`src/design/stc_regs.svh`:
```
// Register offsets, field positions, reset values and timing counts
// Assumes inclusion by bare name from the package only
`ifndef STC_REGS_SVH
`define STC_REGS_SVH

// ****************************************
// Register offsets
// ****************************************
`define STC_OFF_TIMING        16'h0010
`define STC_OFF_ARB           16'h0014

// ****************************************
// Timing control fields
// ****************************************
`define STC_EMB_DISABLE_BIT   31
`define STC_SYS_BURST_LSB     28
`define STC_SYS_CAS_BIT       27
`define STC_SYS_SIZE_LSB      24
`define STC_SYS_COL_LSB       22
`define STC_SYS_ACT_PCHG_BIT  21
`define STC_SYS_RUN_BIT       20
`define STC_SYS_BANKS_BIT     19
`define STC_SYS_WR_PCHG_BIT   18
`define STC_LOC_BW_EN_BIT     17
`define STC_LOC_RFSH_BIT      16
`define STC_LOC_SIZE_LSB      13
`define STC_LOC_COL_LSB       11
`define STC_LOC_BW_CYC_BIT    10
`define STC_LOC_BW_PCHG_BIT   9
`define STC_LOC_ACT_PCHG_BIT  8
`define STC_LOC_RUN_BIT       7
`define STC_LOC_ROW_OPEN_BIT  6
`define STC_LOC_BANKS_BIT     1
`define STC_LOC_WR_PCHG_BIT   0
`define STC_TIMING_RESET      32'h07F107C0
`define STC_TIMING_WMASK      32'h7FFFFFC3

// ****************************************
// Arbitration control fields
// ****************************************
`define STC_ARB_SYS_REV_BIT   29
`define STC_ARB_INT_REV_BIT   28
`define STC_ARB_FIELD_STRIDE  4
`define STC_ARB_RESET         32'h05146732
`define STC_ARB_WMASK         32'h37777777

// ****************************************
// Timing counts in memory clocks, and bank counts
// ****************************************
`define STC_CAS_SHORT         2'h2
`define STC_CAS_LONG          2'h3
`define STC_ACT_PCHG_SHORT    3'h6
`define STC_ACT_PCHG_LONG     3'h7
`define STC_WR_PCHG_SLOW      2'h2
`define STC_WR_PCHG_FAST      2'h1
`define STC_BW_CYC_SHORT      2'h1
`define STC_BW_CYC_LONG       2'h2
`define STC_BW_PCHG_SLOW      3'h4
`define STC_BW_PCHG_FAST      3'h1
`define STC_RFSH_SHORT        4'hA
`define STC_RFSH_LONG         4'hC
`define STC_BANKS_FOUR        3'h4
`define STC_BANKS_TWO         3'h2

`endif

```
`src/design/stc_pkg.sv`:
```
// Types and field decoders shared by the configuration block
// Assumes stc_regs.svh on the include path
`default_nettype none

package stc_pkg;
	`include "stc_regs.svh"

	typedef struct packed {
		logic [3:0]  sys_burst_words;
		logic [1:0]  sys_cas_clocks;
		logic [6:0]  sys_size_mb;
		logic [10:0] sys_columns;
		logic [2:0]  sys_act_pchg_clocks;
		logic [2:0]  sys_bank_count;
		logic [1:0]  sys_wr_pchg_clocks;
		logic        local_blockwrite_enable;
		logic [1:0]  local_bw_cycle_clocks;
		logic [2:0]  local_bw_pchg_clocks;
		logic [3:0]  local_refresh_wait_clocks;
		logic [6:0]  local_size_mb;
		logic [10:0] local_columns;
		logic [2:0]  local_act_pchg_clocks;
		logic        local_keep_row_open;
		logic [2:0]  local_bank_count;
		logic [1:0]  local_wr_pchg_clocks;
	} stc_timing_s;

	typedef enum logic [1:0] {
		STC_ARB_IDLE = 2'b01,
		STC_ARB_OWN  = 2'b10
	} stc_arb_state_e;

	function automatic logic [2:0] stc_act_pchg(input logic sel);
		return sel ? `STC_ACT_PCHG_LONG : `STC_ACT_PCHG_SHORT;
	endfunction

	function automatic logic [2:0] stc_banks(input logic sel);
		return sel ? `STC_BANKS_TWO : `STC_BANKS_FOUR;
	endfunction

	function automatic logic [1:0] stc_wr_pchg(input logic sel);
		return sel ? `STC_WR_PCHG_FAST : `STC_WR_PCHG_SLOW;
	endfunction
endpackage

`default_nettype wire

```
`src/design/stc_timing_if.sv`:
```
// Carrier between the register file and the field decoder
// Assumes one clock domain shared by both ends
`default_nettype none

interface stc_timing_if;
	import stc_pkg::*;
	logic [31:0] ctrl_word;
	stc_timing_s timing;

	modport regs (output ctrl_word, input timing);
	modport decode (input ctrl_word, output timing);
endinterface

`default_nettype wire

```
`src/design/stc_arbiter.sv`:
```
// Grants one of N FIFO requesters under fixed or revolving priority
// Assumes requests are levels on clk held until the grant is used up
`default_nettype none

module stc_arbiter
	import stc_pkg::*;
#(
	parameter int N  = 7,
	parameter int PW = 3
) (
	input  wire logic            clk,
	input  wire logic            reset,
	input  wire logic            revolving,
	input  wire logic [N*PW-1:0] prio_flat,
	input  wire logic [N-1:0]    req,
	output logic      [N-1:0]    gnt
);
	localparam int IW = $clog2(N);

	stc_arb_state_e state;
	stc_arb_state_e next_state;
	logic [IW-1:0]  owner;
	logic [IW-1:0]  next_owner;
	logic [N-1:0]   next_gnt;
	logic [N-1:0]   eligible;
	logic [IW-1:0]  fixed_idx;
	logic [IW-1:0]  rr_idx;
	logic [PW:0]    best;
	logic           found;
	int             j;

	for (genvar i = 0; i < N; i++) begin : g_elig
		assign eligible[i] = req[i] && (prio_flat[i*PW +: PW] != '0);
	end

	always_comb begin
		best = '1;
		fixed_idx = '0;
		rr_idx = '0;
		found = 1'b0;
		j = 0;
		// Lowest level number wins, lower index breaks ties
		for (int i = 0; i < N; i++) begin
			if (eligible[i] && ({1'b0, prio_flat[i*PW +: PW]} < best)) begin
				best = {1'b0, prio_flat[i*PW +: PW]};
				fixed_idx = IW'(i);
			end
		end
		// First pending requester after the last owner
		for (int k = 1; k <= N; k++) begin
			j = (int'(owner) + k) % N;
			if (!found && eligible[j]) begin
				found = 1'b1;
				rr_idx = IW'(j);
			end
		end
		next_state = state;
		next_owner = owner;
		next_gnt = gnt;
		unique case (state)
			STC_ARB_IDLE: begin
				if (|eligible) begin
					next_state = STC_ARB_OWN;
					next_owner = revolving ? rr_idx : fixed_idx;
					next_gnt = N'(1) << (revolving ? rr_idx : fixed_idx);
				end
			end
			STC_ARB_OWN: begin
				if (!eligible[owner]) begin
					next_state = STC_ARB_IDLE;
					next_gnt = '0;
				end
			end
			default: begin
				next_state = STC_ARB_IDLE;
				next_gnt = '0;
			end
		endcase
		if (reset) begin
			next_state = STC_ARB_IDLE;
			next_owner = IW'(N - 1);
			next_gnt = '0;
		end
	end

	always_ff @(posedge clk) begin
		state <= next_state;
		owner <= next_owner;
		gnt <= next_gnt;
	end
endmodule

`default_nettype wire

```
`src/design/stc_decode.sv`:
```
// Turns the timing control word into registered controller settings
// Assumes ctrl_word is stable logic on clk; reserved codes decode to zero
`default_nettype none

module stc_decode
	import stc_pkg::*;
(
	input  wire logic   clk,
	input  wire logic   reset,
	stc_timing_if.decode tif
);
	stc_timing_s next_t;
	stc_timing_s t;
	logic [31:0] w;

	always_comb begin
		w = tif.ctrl_word;
		next_t = '0;
		unique case (w[`STC_SYS_BURST_LSB +: 3])
			3'h0: next_t.sys_burst_words = 4'h1;
			3'h1: next_t.sys_burst_words = 4'h2;
			3'h2: next_t.sys_burst_words = 4'h4;
			3'h3: next_t.sys_burst_words = 4'h8;
			default: next_t.sys_burst_words = 4'h0;
		endcase
		next_t.sys_cas_clocks = w[`STC_SYS_CAS_BIT] ? `STC_CAS_LONG : `STC_CAS_SHORT;
		unique case (w[`STC_SYS_SIZE_LSB +: 3])
			3'h0: next_t.sys_size_mb = 7'h02;
			3'h1: next_t.sys_size_mb = 7'h04;
			3'h4: next_t.sys_size_mb = 7'h40;
			3'h5: next_t.sys_size_mb = 7'h20;
			3'h6: next_t.sys_size_mb = 7'h10;
			3'h7: next_t.sys_size_mb = 7'h08;
			default: next_t.sys_size_mb = 7'h00;
		endcase
		unique case (w[`STC_SYS_COL_LSB +: 2])
			2'h0: next_t.sys_columns = 11'h400;
			2'h2: next_t.sys_columns = 11'h200;
			2'h3: next_t.sys_columns = 11'h100;
			default: next_t.sys_columns = 11'h000;
		endcase
		next_t.sys_act_pchg_clocks = stc_act_pchg(w[`STC_SYS_ACT_PCHG_BIT]);
		next_t.sys_bank_count = stc_banks(w[`STC_SYS_BANKS_BIT]);
		next_t.sys_wr_pchg_clocks = stc_wr_pchg(w[`STC_SYS_WR_PCHG_BIT]);
		next_t.local_blockwrite_enable = w[`STC_LOC_BW_EN_BIT];
		next_t.local_bw_cycle_clocks = w[`STC_LOC_BW_CYC_BIT] ?
			`STC_BW_CYC_LONG : `STC_BW_CYC_SHORT;
		next_t.local_bw_pchg_clocks = w[`STC_LOC_BW_PCHG_BIT] ?
			`STC_BW_PCHG_FAST : `STC_BW_PCHG_SLOW;
		next_t.local_refresh_wait_clocks = w[`STC_LOC_RFSH_BIT] ?
			`STC_RFSH_LONG : `STC_RFSH_SHORT;
		unique case (w[`STC_LOC_SIZE_LSB +: 3])
			3'h0: next_t.local_size_mb = 7'h04;
			3'h1: next_t.local_size_mb = 7'h08;
			3'h2: next_t.local_size_mb = 7'h10;
			3'h3: next_t.local_size_mb = 7'h20;
			3'h4: next_t.local_size_mb = 7'h40;
			3'h5: next_t.local_size_mb = 7'h02;
			default: next_t.local_size_mb = 7'h00;
		endcase
		unique case (w[`STC_LOC_COL_LSB +: 2])
			2'h0: next_t.local_columns = 11'h100;
			2'h2: next_t.local_columns = 11'h200;
			2'h3: next_t.local_columns = 11'h400;
			default: next_t.local_columns = 11'h000;
		endcase
		next_t.local_act_pchg_clocks = stc_act_pchg(w[`STC_LOC_ACT_PCHG_BIT]);
		next_t.local_keep_row_open = ~w[`STC_LOC_ROW_OPEN_BIT];
		next_t.local_bank_count = stc_banks(w[`STC_LOC_BANKS_BIT]);
		next_t.local_wr_pchg_clocks = stc_wr_pchg(w[`STC_LOC_WR_PCHG_BIT]);
		if (reset) begin
			next_t = '0;
		end
	end

	always_ff @(posedge clk) begin
		t <= next_t;
	end

	assign tif.timing = t;
endmodule

`default_nettype wire

```
`src/design/stc_sdram_cfg.sv`:
```
// Memory timing and arbitration configuration for both SDRAM controllers
// Assumes host register port and strap pins; straps are asynchronous
`default_nettype none

module stc_sdram_cfg
	import stc_pkg::*;
#(
	parameter int NREQ   = 7,
	parameter int ADDR_W = 16
) (
	input  wire logic              clk,
	input  wire logic              reset,
	input  wire logic              embedded_strap_pin,
	input  wire logic [2:0]        local_size_strap,
	input  wire logic [1:0]        local_column_strap,
	input  wire logic [ADDR_W-1:0] reg_addr,
	input  wire logic              reg_wr,
	input  wire logic              reg_rd,
	input  wire logic [31:0]       reg_wdata,
	output logic      [31:0]       reg_rdata,
	output logic                   reg_rvalid,
	input  wire logic [NREQ-1:0]   sys_req,
	output logic      [NREQ-1:0]   sys_gnt,
	input  wire logic [NREQ-1:0]   int_req,
	output logic      [NREQ-1:0]   int_gnt,
	output logic                   embedded_mem_disable,
	output logic                   sys_ctrl_reset,
	output logic                   local_ctrl_reset,
	output logic      [3:0]        sys_burst_words,
	output logic      [1:0]        sys_cas_clocks,
	output logic      [6:0]        sys_size_mb,
	output logic      [10:0]       sys_columns,
	output logic      [2:0]        sys_act_pchg_clocks,
	output logic      [2:0]        sys_bank_count,
	output logic      [1:0]        sys_wr_pchg_clocks,
	output logic                   local_blockwrite_enable,
	output logic      [1:0]        local_bw_cycle_clocks,
	output logic      [2:0]        local_bw_pchg_clocks,
	output logic      [3:0]        local_refresh_wait_clocks,
	output logic      [6:0]        local_size_mb,
	output logic      [10:0]       local_columns,
	output logic      [2:0]        local_act_pchg_clocks,
	output logic                   local_keep_row_open,
	output logic      [2:0]        local_bank_count,
	output logic      [1:0]        local_wr_pchg_clocks
);
	localparam int PW = 3;

	// ****************************************
	// Strap synchronisers
	// ****************************************
	logic [5:0] strap_meta;
	logic [5:0] strap_sync;

	always_ff @(posedge clk) begin
		strap_meta <= {embedded_strap_pin, local_size_strap, local_column_strap};
		strap_sync <= strap_meta;
	end

	// ****************************************
	// Register file
	// ****************************************
	logic [31:0] timing_ctrl;
	logic [31:0] next_timing_ctrl;
	logic [31:0] arb_ctrl;
	logic [31:0] next_arb_ctrl;
	logic [31:0] next_rdata;
	logic        next_rvalid;
	logic [31:0] strap_word;
	logic        hit_timing;
	logic        hit_arb;

	assign hit_timing = (reg_addr == ADDR_W'(`STC_OFF_TIMING));
	assign hit_arb    = (reg_addr == ADDR_W'(`STC_OFF_ARB));

	always_comb begin
		strap_word = `STC_TIMING_RESET;
		strap_word[`STC_EMB_DISABLE_BIT] = strap_sync[5];
		strap_word[`STC_LOC_SIZE_LSB +: 3] = strap_sync[4:2];
		strap_word[`STC_LOC_COL_LSB +: 2] = strap_sync[1:0];
		next_timing_ctrl = timing_ctrl;
		next_arb_ctrl = arb_ctrl;
		next_rdata = reg_rdata;
		next_rvalid = 1'b0;
		if (reg_wr && hit_timing) begin
			// Bit 31 and reserved bits keep their value
			next_timing_ctrl = (reg_wdata & `STC_TIMING_WMASK) |
				(timing_ctrl & ~`STC_TIMING_WMASK);
		end
		if (reg_wr && hit_arb) begin
			next_arb_ctrl = reg_wdata & `STC_ARB_WMASK;
		end
		if (reg_rd) begin
			next_rvalid = 1'b1;
			if (hit_timing) begin
				next_rdata = timing_ctrl;
			end else if (hit_arb) begin
				next_rdata = arb_ctrl;
			end else begin
				next_rdata = '0;
			end
		end
		if (reset) begin
			next_timing_ctrl = strap_word;
			next_arb_ctrl = `STC_ARB_RESET;
			next_rdata = '0;
			next_rvalid = 1'b0;
		end
	end

	always_ff @(posedge clk) begin
		timing_ctrl <= next_timing_ctrl;
		arb_ctrl <= next_arb_ctrl;
		reg_rdata <= next_rdata;
		reg_rvalid <= next_rvalid;
	end

	// ****************************************
	// Controller resets and strap status
	// ****************************************
	logic next_sys_ctrl_reset;
	logic next_local_ctrl_reset;
	logic next_embedded_mem_disable;

	always_comb begin
		next_sys_ctrl_reset = reset | ~timing_ctrl[`STC_SYS_RUN_BIT];
		next_local_ctrl_reset = reset | ~timing_ctrl[`STC_LOC_RUN_BIT];
		next_embedded_mem_disable = timing_ctrl[`STC_EMB_DISABLE_BIT];
		if (reset) begin
			next_sys_ctrl_reset = 1'b1;
			next_local_ctrl_reset = 1'b1;
			next_embedded_mem_disable = 1'b0;
		end
	end

	always_ff @(posedge clk) begin
		sys_ctrl_reset <= next_sys_ctrl_reset;
		local_ctrl_reset <= next_local_ctrl_reset;
		embedded_mem_disable <= next_embedded_mem_disable;
	end

	// ****************************************
	// Field decoder
	// ****************************************
	stc_timing_if tif ();

	assign tif.ctrl_word = timing_ctrl;

	stc_decode u_decode (
		.clk   (clk),
		.reset (reset),
		.tif   (tif)
	);

	assign sys_burst_words           = tif.timing.sys_burst_words;
	assign sys_cas_clocks            = tif.timing.sys_cas_clocks;
	assign sys_size_mb               = tif.timing.sys_size_mb;
	assign sys_columns               = tif.timing.sys_columns;
	assign sys_act_pchg_clocks       = tif.timing.sys_act_pchg_clocks;
	assign sys_bank_count            = tif.timing.sys_bank_count;
	assign sys_wr_pchg_clocks        = tif.timing.sys_wr_pchg_clocks;
	assign local_blockwrite_enable   = tif.timing.local_blockwrite_enable;
	assign local_bw_cycle_clocks     = tif.timing.local_bw_cycle_clocks;
	assign local_bw_pchg_clocks      = tif.timing.local_bw_pchg_clocks;
	assign local_refresh_wait_clocks = tif.timing.local_refresh_wait_clocks;
	assign local_size_mb             = tif.timing.local_size_mb;
	assign local_columns             = tif.timing.local_columns;
	assign local_act_pchg_clocks     = tif.timing.local_act_pchg_clocks;
	assign local_keep_row_open       = tif.timing.local_keep_row_open;
	assign local_bank_count          = tif.timing.local_bank_count;
	assign local_wr_pchg_clocks      = tif.timing.local_wr_pchg_clocks;

	// ****************************************
	// Requester priorities and arbiters
	// ****************************************
	logic [NREQ*PW-1:0] prio_flat;

	// Index 0 CRT, 1 video, 2 DMA, 3 command list, 4 capture, 5 panel, 6 USB
	for (genvar i = 0; i < NREQ; i++) begin : g_prio
		assign prio_flat[i*PW +: PW] = arb_ctrl[i*`STC_ARB_FIELD_STRIDE +: PW];
	end

	stc_arbiter #(
		.N  (NREQ),
		.PW (PW)
	) u_sys_arb (
		.clk       (clk),
		.reset     (reset),
		.revolving (arb_ctrl[`STC_ARB_SYS_REV_BIT]),
		.prio_flat (prio_flat),
		.req       (sys_req),
		.gnt       (sys_gnt)
	);

	stc_arbiter #(
		.N  (NREQ),
		.PW (PW)
	) u_int_arb (
		.clk       (clk),
		.reset     (reset),
		.revolving (arb_ctrl[`STC_ARB_INT_REV_BIT]),
		.prio_flat (prio_flat),
		.req       (int_req),
		.gnt       (int_gnt)
	);
endmodule

`default_nettype wire

```
`config.mk`:
```
export PLATFORM = sky130hd
export DESIGN_NAME = stc_sdram_cfg
export DESIGN_NICKNAME = d
export VERILOG_FILES = /design/src/design/stc_pkg.sv /design/src/design/stc_timing_if.sv /design/src/design/stc_arbiter.sv /design/src/design/stc_decode.sv /design/src/design/stc_sdram_cfg.sv
export VERILOG_INCLUDE_DIRS = /design/src /design/src/design
export SDC_FILE = /design/constraint.sdc
export NUM_CORES = 1
export LEC_CHECK = 0
export BUFFER_PORTS_ARGS = -buffer_cell sky130_fd_sc_hd__buf_4
export CAP_MARGIN = 40
export CORE_MARGIN = 2
export CORE_UTILIZATION = 63
export DETAILED_ROUTE_END_ITERATION = 8
export PLACE_DENSITY = 0.85
export RECOVER_POWER = 100
export SYNTH_ARGS = -nofsm -noshare
export SYNTH_HDL_FRONTEND = slang
export SYNTH_SLANG_ARGS = --single-unit
```
`constraint.sdc`:
```
create_clock -name clk -period 30.5 [get_ports clk]
set_clock_uncertainty 0.05 [all_clocks]
set_input_delay 4.575 -clock clk [delete_from_list [all_inputs] [get_ports clk]]
set_output_delay 4.575 -clock clk [all_outputs]
set_load 0.005 [all_outputs]
```
==> out/results.ini <==
[run_status]
status=finished, violations left
violations=capacitance limit, slew limit

[timing]
fin_ws_ns=13.57
relSlewSlack=-1.12
finalCritPeriodShare=0.555
setup_viol=0
finalMaxSlewViolations=122
max_clock_freq_mhz=59.1
finalCriticalPeriod_ns=16.93
grt_setup_unrepaired=false
worst_pin_slew_ns=3.18
hold_viol=0
setup_tns_ns=0

[synth]
yosysTopAreaCell=dfxtp_1
yosysMostFrequentCell=nand2_1
synth.distinct_cells=120
ys_seq_elements=164
yosysSeqAreaShare=0.277
syn_avg_cell_area_sq_um=8.17
synthTopCellsByCount=nand2_1, dfxtp_1, nor2_1
ys.flop_type=dfxtp_1
synthArstFlopShare=0
synth_cells=1477
synth_edf_count=6
ys.warnings.count=0
synth.area.top_cells=dfxtp_1, ha_1, nand2_1, a21oi_1, nor2_1
synthesis.area_sq_mm=0.0121
synth_top_area_share=0.262

[floorplanning]
fp.dieW_um=142
die_y_um=142
rows=50
die_area_sq_mm=0.0203
design.portCount=191
start_util=0.643
core_area_sq_mm=0.0188

[worst_setup_path]
reg2regPathDepth=43
cp_slowest_cell=a2111oi_0
critPathTopFamily=compound AO/OA/AOI/OAI gates
critPathMaxFanout=8
path_buf_inv=3
worstPathRequired_ns=30.81
cp.arrival_ns=17.24
cp-end-kind=flop
slowest_delay_ns=1.28
reg2reg_from=arb_ctrl[2]
startpoint_type=input port
r2r-end=u_int_arb.gnt[1]
path_class=in2reg
rrSetupSlack_ns=17.32
cpMostUsedCell=ha_1

[clock_tree]
post-cts-setup-buffers=0
cts_resized=0
clock_latency_ns=0.43
numCtsBuffers=17
clockRootBuffer=clkbuf_16
cts.clk_slew.worst_paths_ns=0.08
ctsHoldBuffers=0
ctsHtreeMaxLevel=4
cts_tree=done
clock-sinks=164
clockBufferDepth=2

[placed_design]
dp_hpwl_mm=25.8
gp_congestion=0.983
dp_worst_setup_slack_ns=15.29
placement.io_buffers=165

[worst_hold_path]
hold_class=reg2reg
hold_end=strap_sync[1]
min_from=strap_meta[1]
hold_depth=0

[route]
drc_errors=0
routed_wirelength_mm=36.4
drtIter0Drc=1129
vias=12387
ant_nets=0
drt-pass1-iter-count=7
viasPerCell=6.72
wire_per_inst_um=19.7

[power]
leakage_nw=5.55
p_total_w=0.000870
p_per_area_mw_per_mm2=64.0
ir_drop_uv=47.2

[grt]
grt_pass1_vias=11783
grt_max_degree=74
grt_pass1_wl_mm=58.2
grt_use_total=0.354
antenna_found_initial=0
gr-total-overflow=0

[cells_and_area]
num_antenna_cells=0
syn_to_final_growth_pct=12.7
drive_gt1_frac=0.154
nFillCells=1462
nets=1736

[job]
drv_cap=3

[sequential cells by signal, indices dropped and copies added (netlist names)]
name,count
u_decode.tif.timing,42
reg_rdata,31
tif.ctrl_word,28
arb_ctrl,23
u_int_arb.gnt,7
u_sys_arb.gnt,7
strap_meta,6
strap_sync,6
u_int_arb.owner,3
u_sys_arb.owner,3
u_int_arb.state,2
u_sys_arb.state,2
embedded_mem_disable,1
local_ctrl_reset,1
reg_rvalid,1
sys_ctrl_reset,1
[worst reg2reg max path, delay by kind of cell, from the launching register on]
family / cells / cell delay [ns]
AO/OA/AOI/OAI: 23 / 7.88
adder cells (fa/ha/maj): 6 / 1.69
buffers and inverters: 2 / 0.12
flip-flops: 1 / 0.50
multiplexers: 3 / 0.95
AND/OR/NAND/NOR: 9 / 1.95
[cells in the final DEF (no fill, tap or decap), types with 17 or more instances in the layout]
cell and instances:
buf_4 74, a21oi_1 98, clkbuf_16 17, nor2_1 117, nor2b_1 27, nand3_1 52
nand2_1 204, o211ai_1 25, o31ai_1 26, conb_1 23, inv_1 43, nand4_1 20
nor3_1 31, o21ai_0 63, clkbuf_4 74, xnor2_1 28, mux2i_1 42, clkbuf_1 38
ha_1 67, a222oi_1 20, a211oi_1 17, dfxtp_1 158
[where the power goes]
group / switching (W) / total (W) / internal [W]
Combinational: 0.000254 / 0.000430 / 0.000176
Clock: 0.000101 / 0.000210 / 0.000110
Sequential: 0.00000789 / 0.000229 / 0.000222
Total: 0.000362 / 0.000870 / 0.000508
[how the worst max path moves through the flow]
stage,start,endpoint,slack (ns),depth (start not counted)
6_report,int_req[0],u_int_arb.gnt[1],13.57,44
4_1_cts,int_req[0],u_int_arb.gnt[1],15.67,44
5_1_grt,int_req[0],u_int_arb.gnt[4],12.73,45
2_1_floorplan,int_req[0],u_int_arb.gnt[0],16.88,44
3_3_place_gp,int_req[0],u_int_arb.gnt[0],15.67,44
3_5_place_dp,int_req[0],u_int_arb.gnt[1],15.29,44
[stage by stage]
| stage | std cells | hold WS, ns | area [sq um] | util |
|---|---|---|---|---|
| 3_5_place_dp | 1812 | 0.269 | 13300 | 0.706 |
| 3_3_place_gp | 1808 | 0.260 | 13200 | 0.703 |
| 6_report | 1844 | 0.287 | 13600 | 0.724 |
| 2_1_floorplan | 1499 | 0.260 | 12100 | - |
| 5_1_grt | 1844 | 0.296 | 13600 | 0.724 |
| 4_1_cts | 1844 | 0.289 | 13800 | 0.738 |
[cells by family (layout without fill, tap and decap cells)]
| family | after synthesis | in the layout | share of synthesized area |
|---|---|---|---|
| xor gates and xnor gates | 33 | 33 | 0.0258 |
| other | 1 | 23 | 0.000311 |
| DFF | 164 | 164 | 0.277 |
| buffers and inverters | 156 | 267 | 0.0675 |
| and+or+nand+nor | 569 | 569 | 0.232 |
| adders and majority gates | 70 | 70 | 0.0720 |
| AOI/OAI and AO/OA | 427 | 427 | 0.268 |
| muxes | 57 | 57 | 0.0582 |
[layout make-up]
| type | instances | area (sq um) | area share |
|---|---|---|---|
| Tap cell | 234 | 293 | 0.0215 |
| Clock inverter | 15 | 164 | 0.0121 |
| Inverter | 47 | 176 | 0.0130 |
| Clock buffer | 17 | 425 | 0.0313 |
| Multi-Input combinational cell | 1179 | 7900 | 0.582 |
| Sequential cell | 164 | 3340 | 0.246 |
| Timing Repair Buffer | 188 | 1290 | 0.0946 |
[metal layers]
metal	track usage	routed length, um	up-vias
met5	0	0	-
met4	0.138	1070	0
met3	0.0754	3450	100
met2	0.602	17400	671
met1	0.439	14500	5901
li1	-	-	5715
Power figures use the tool's default switching activity.
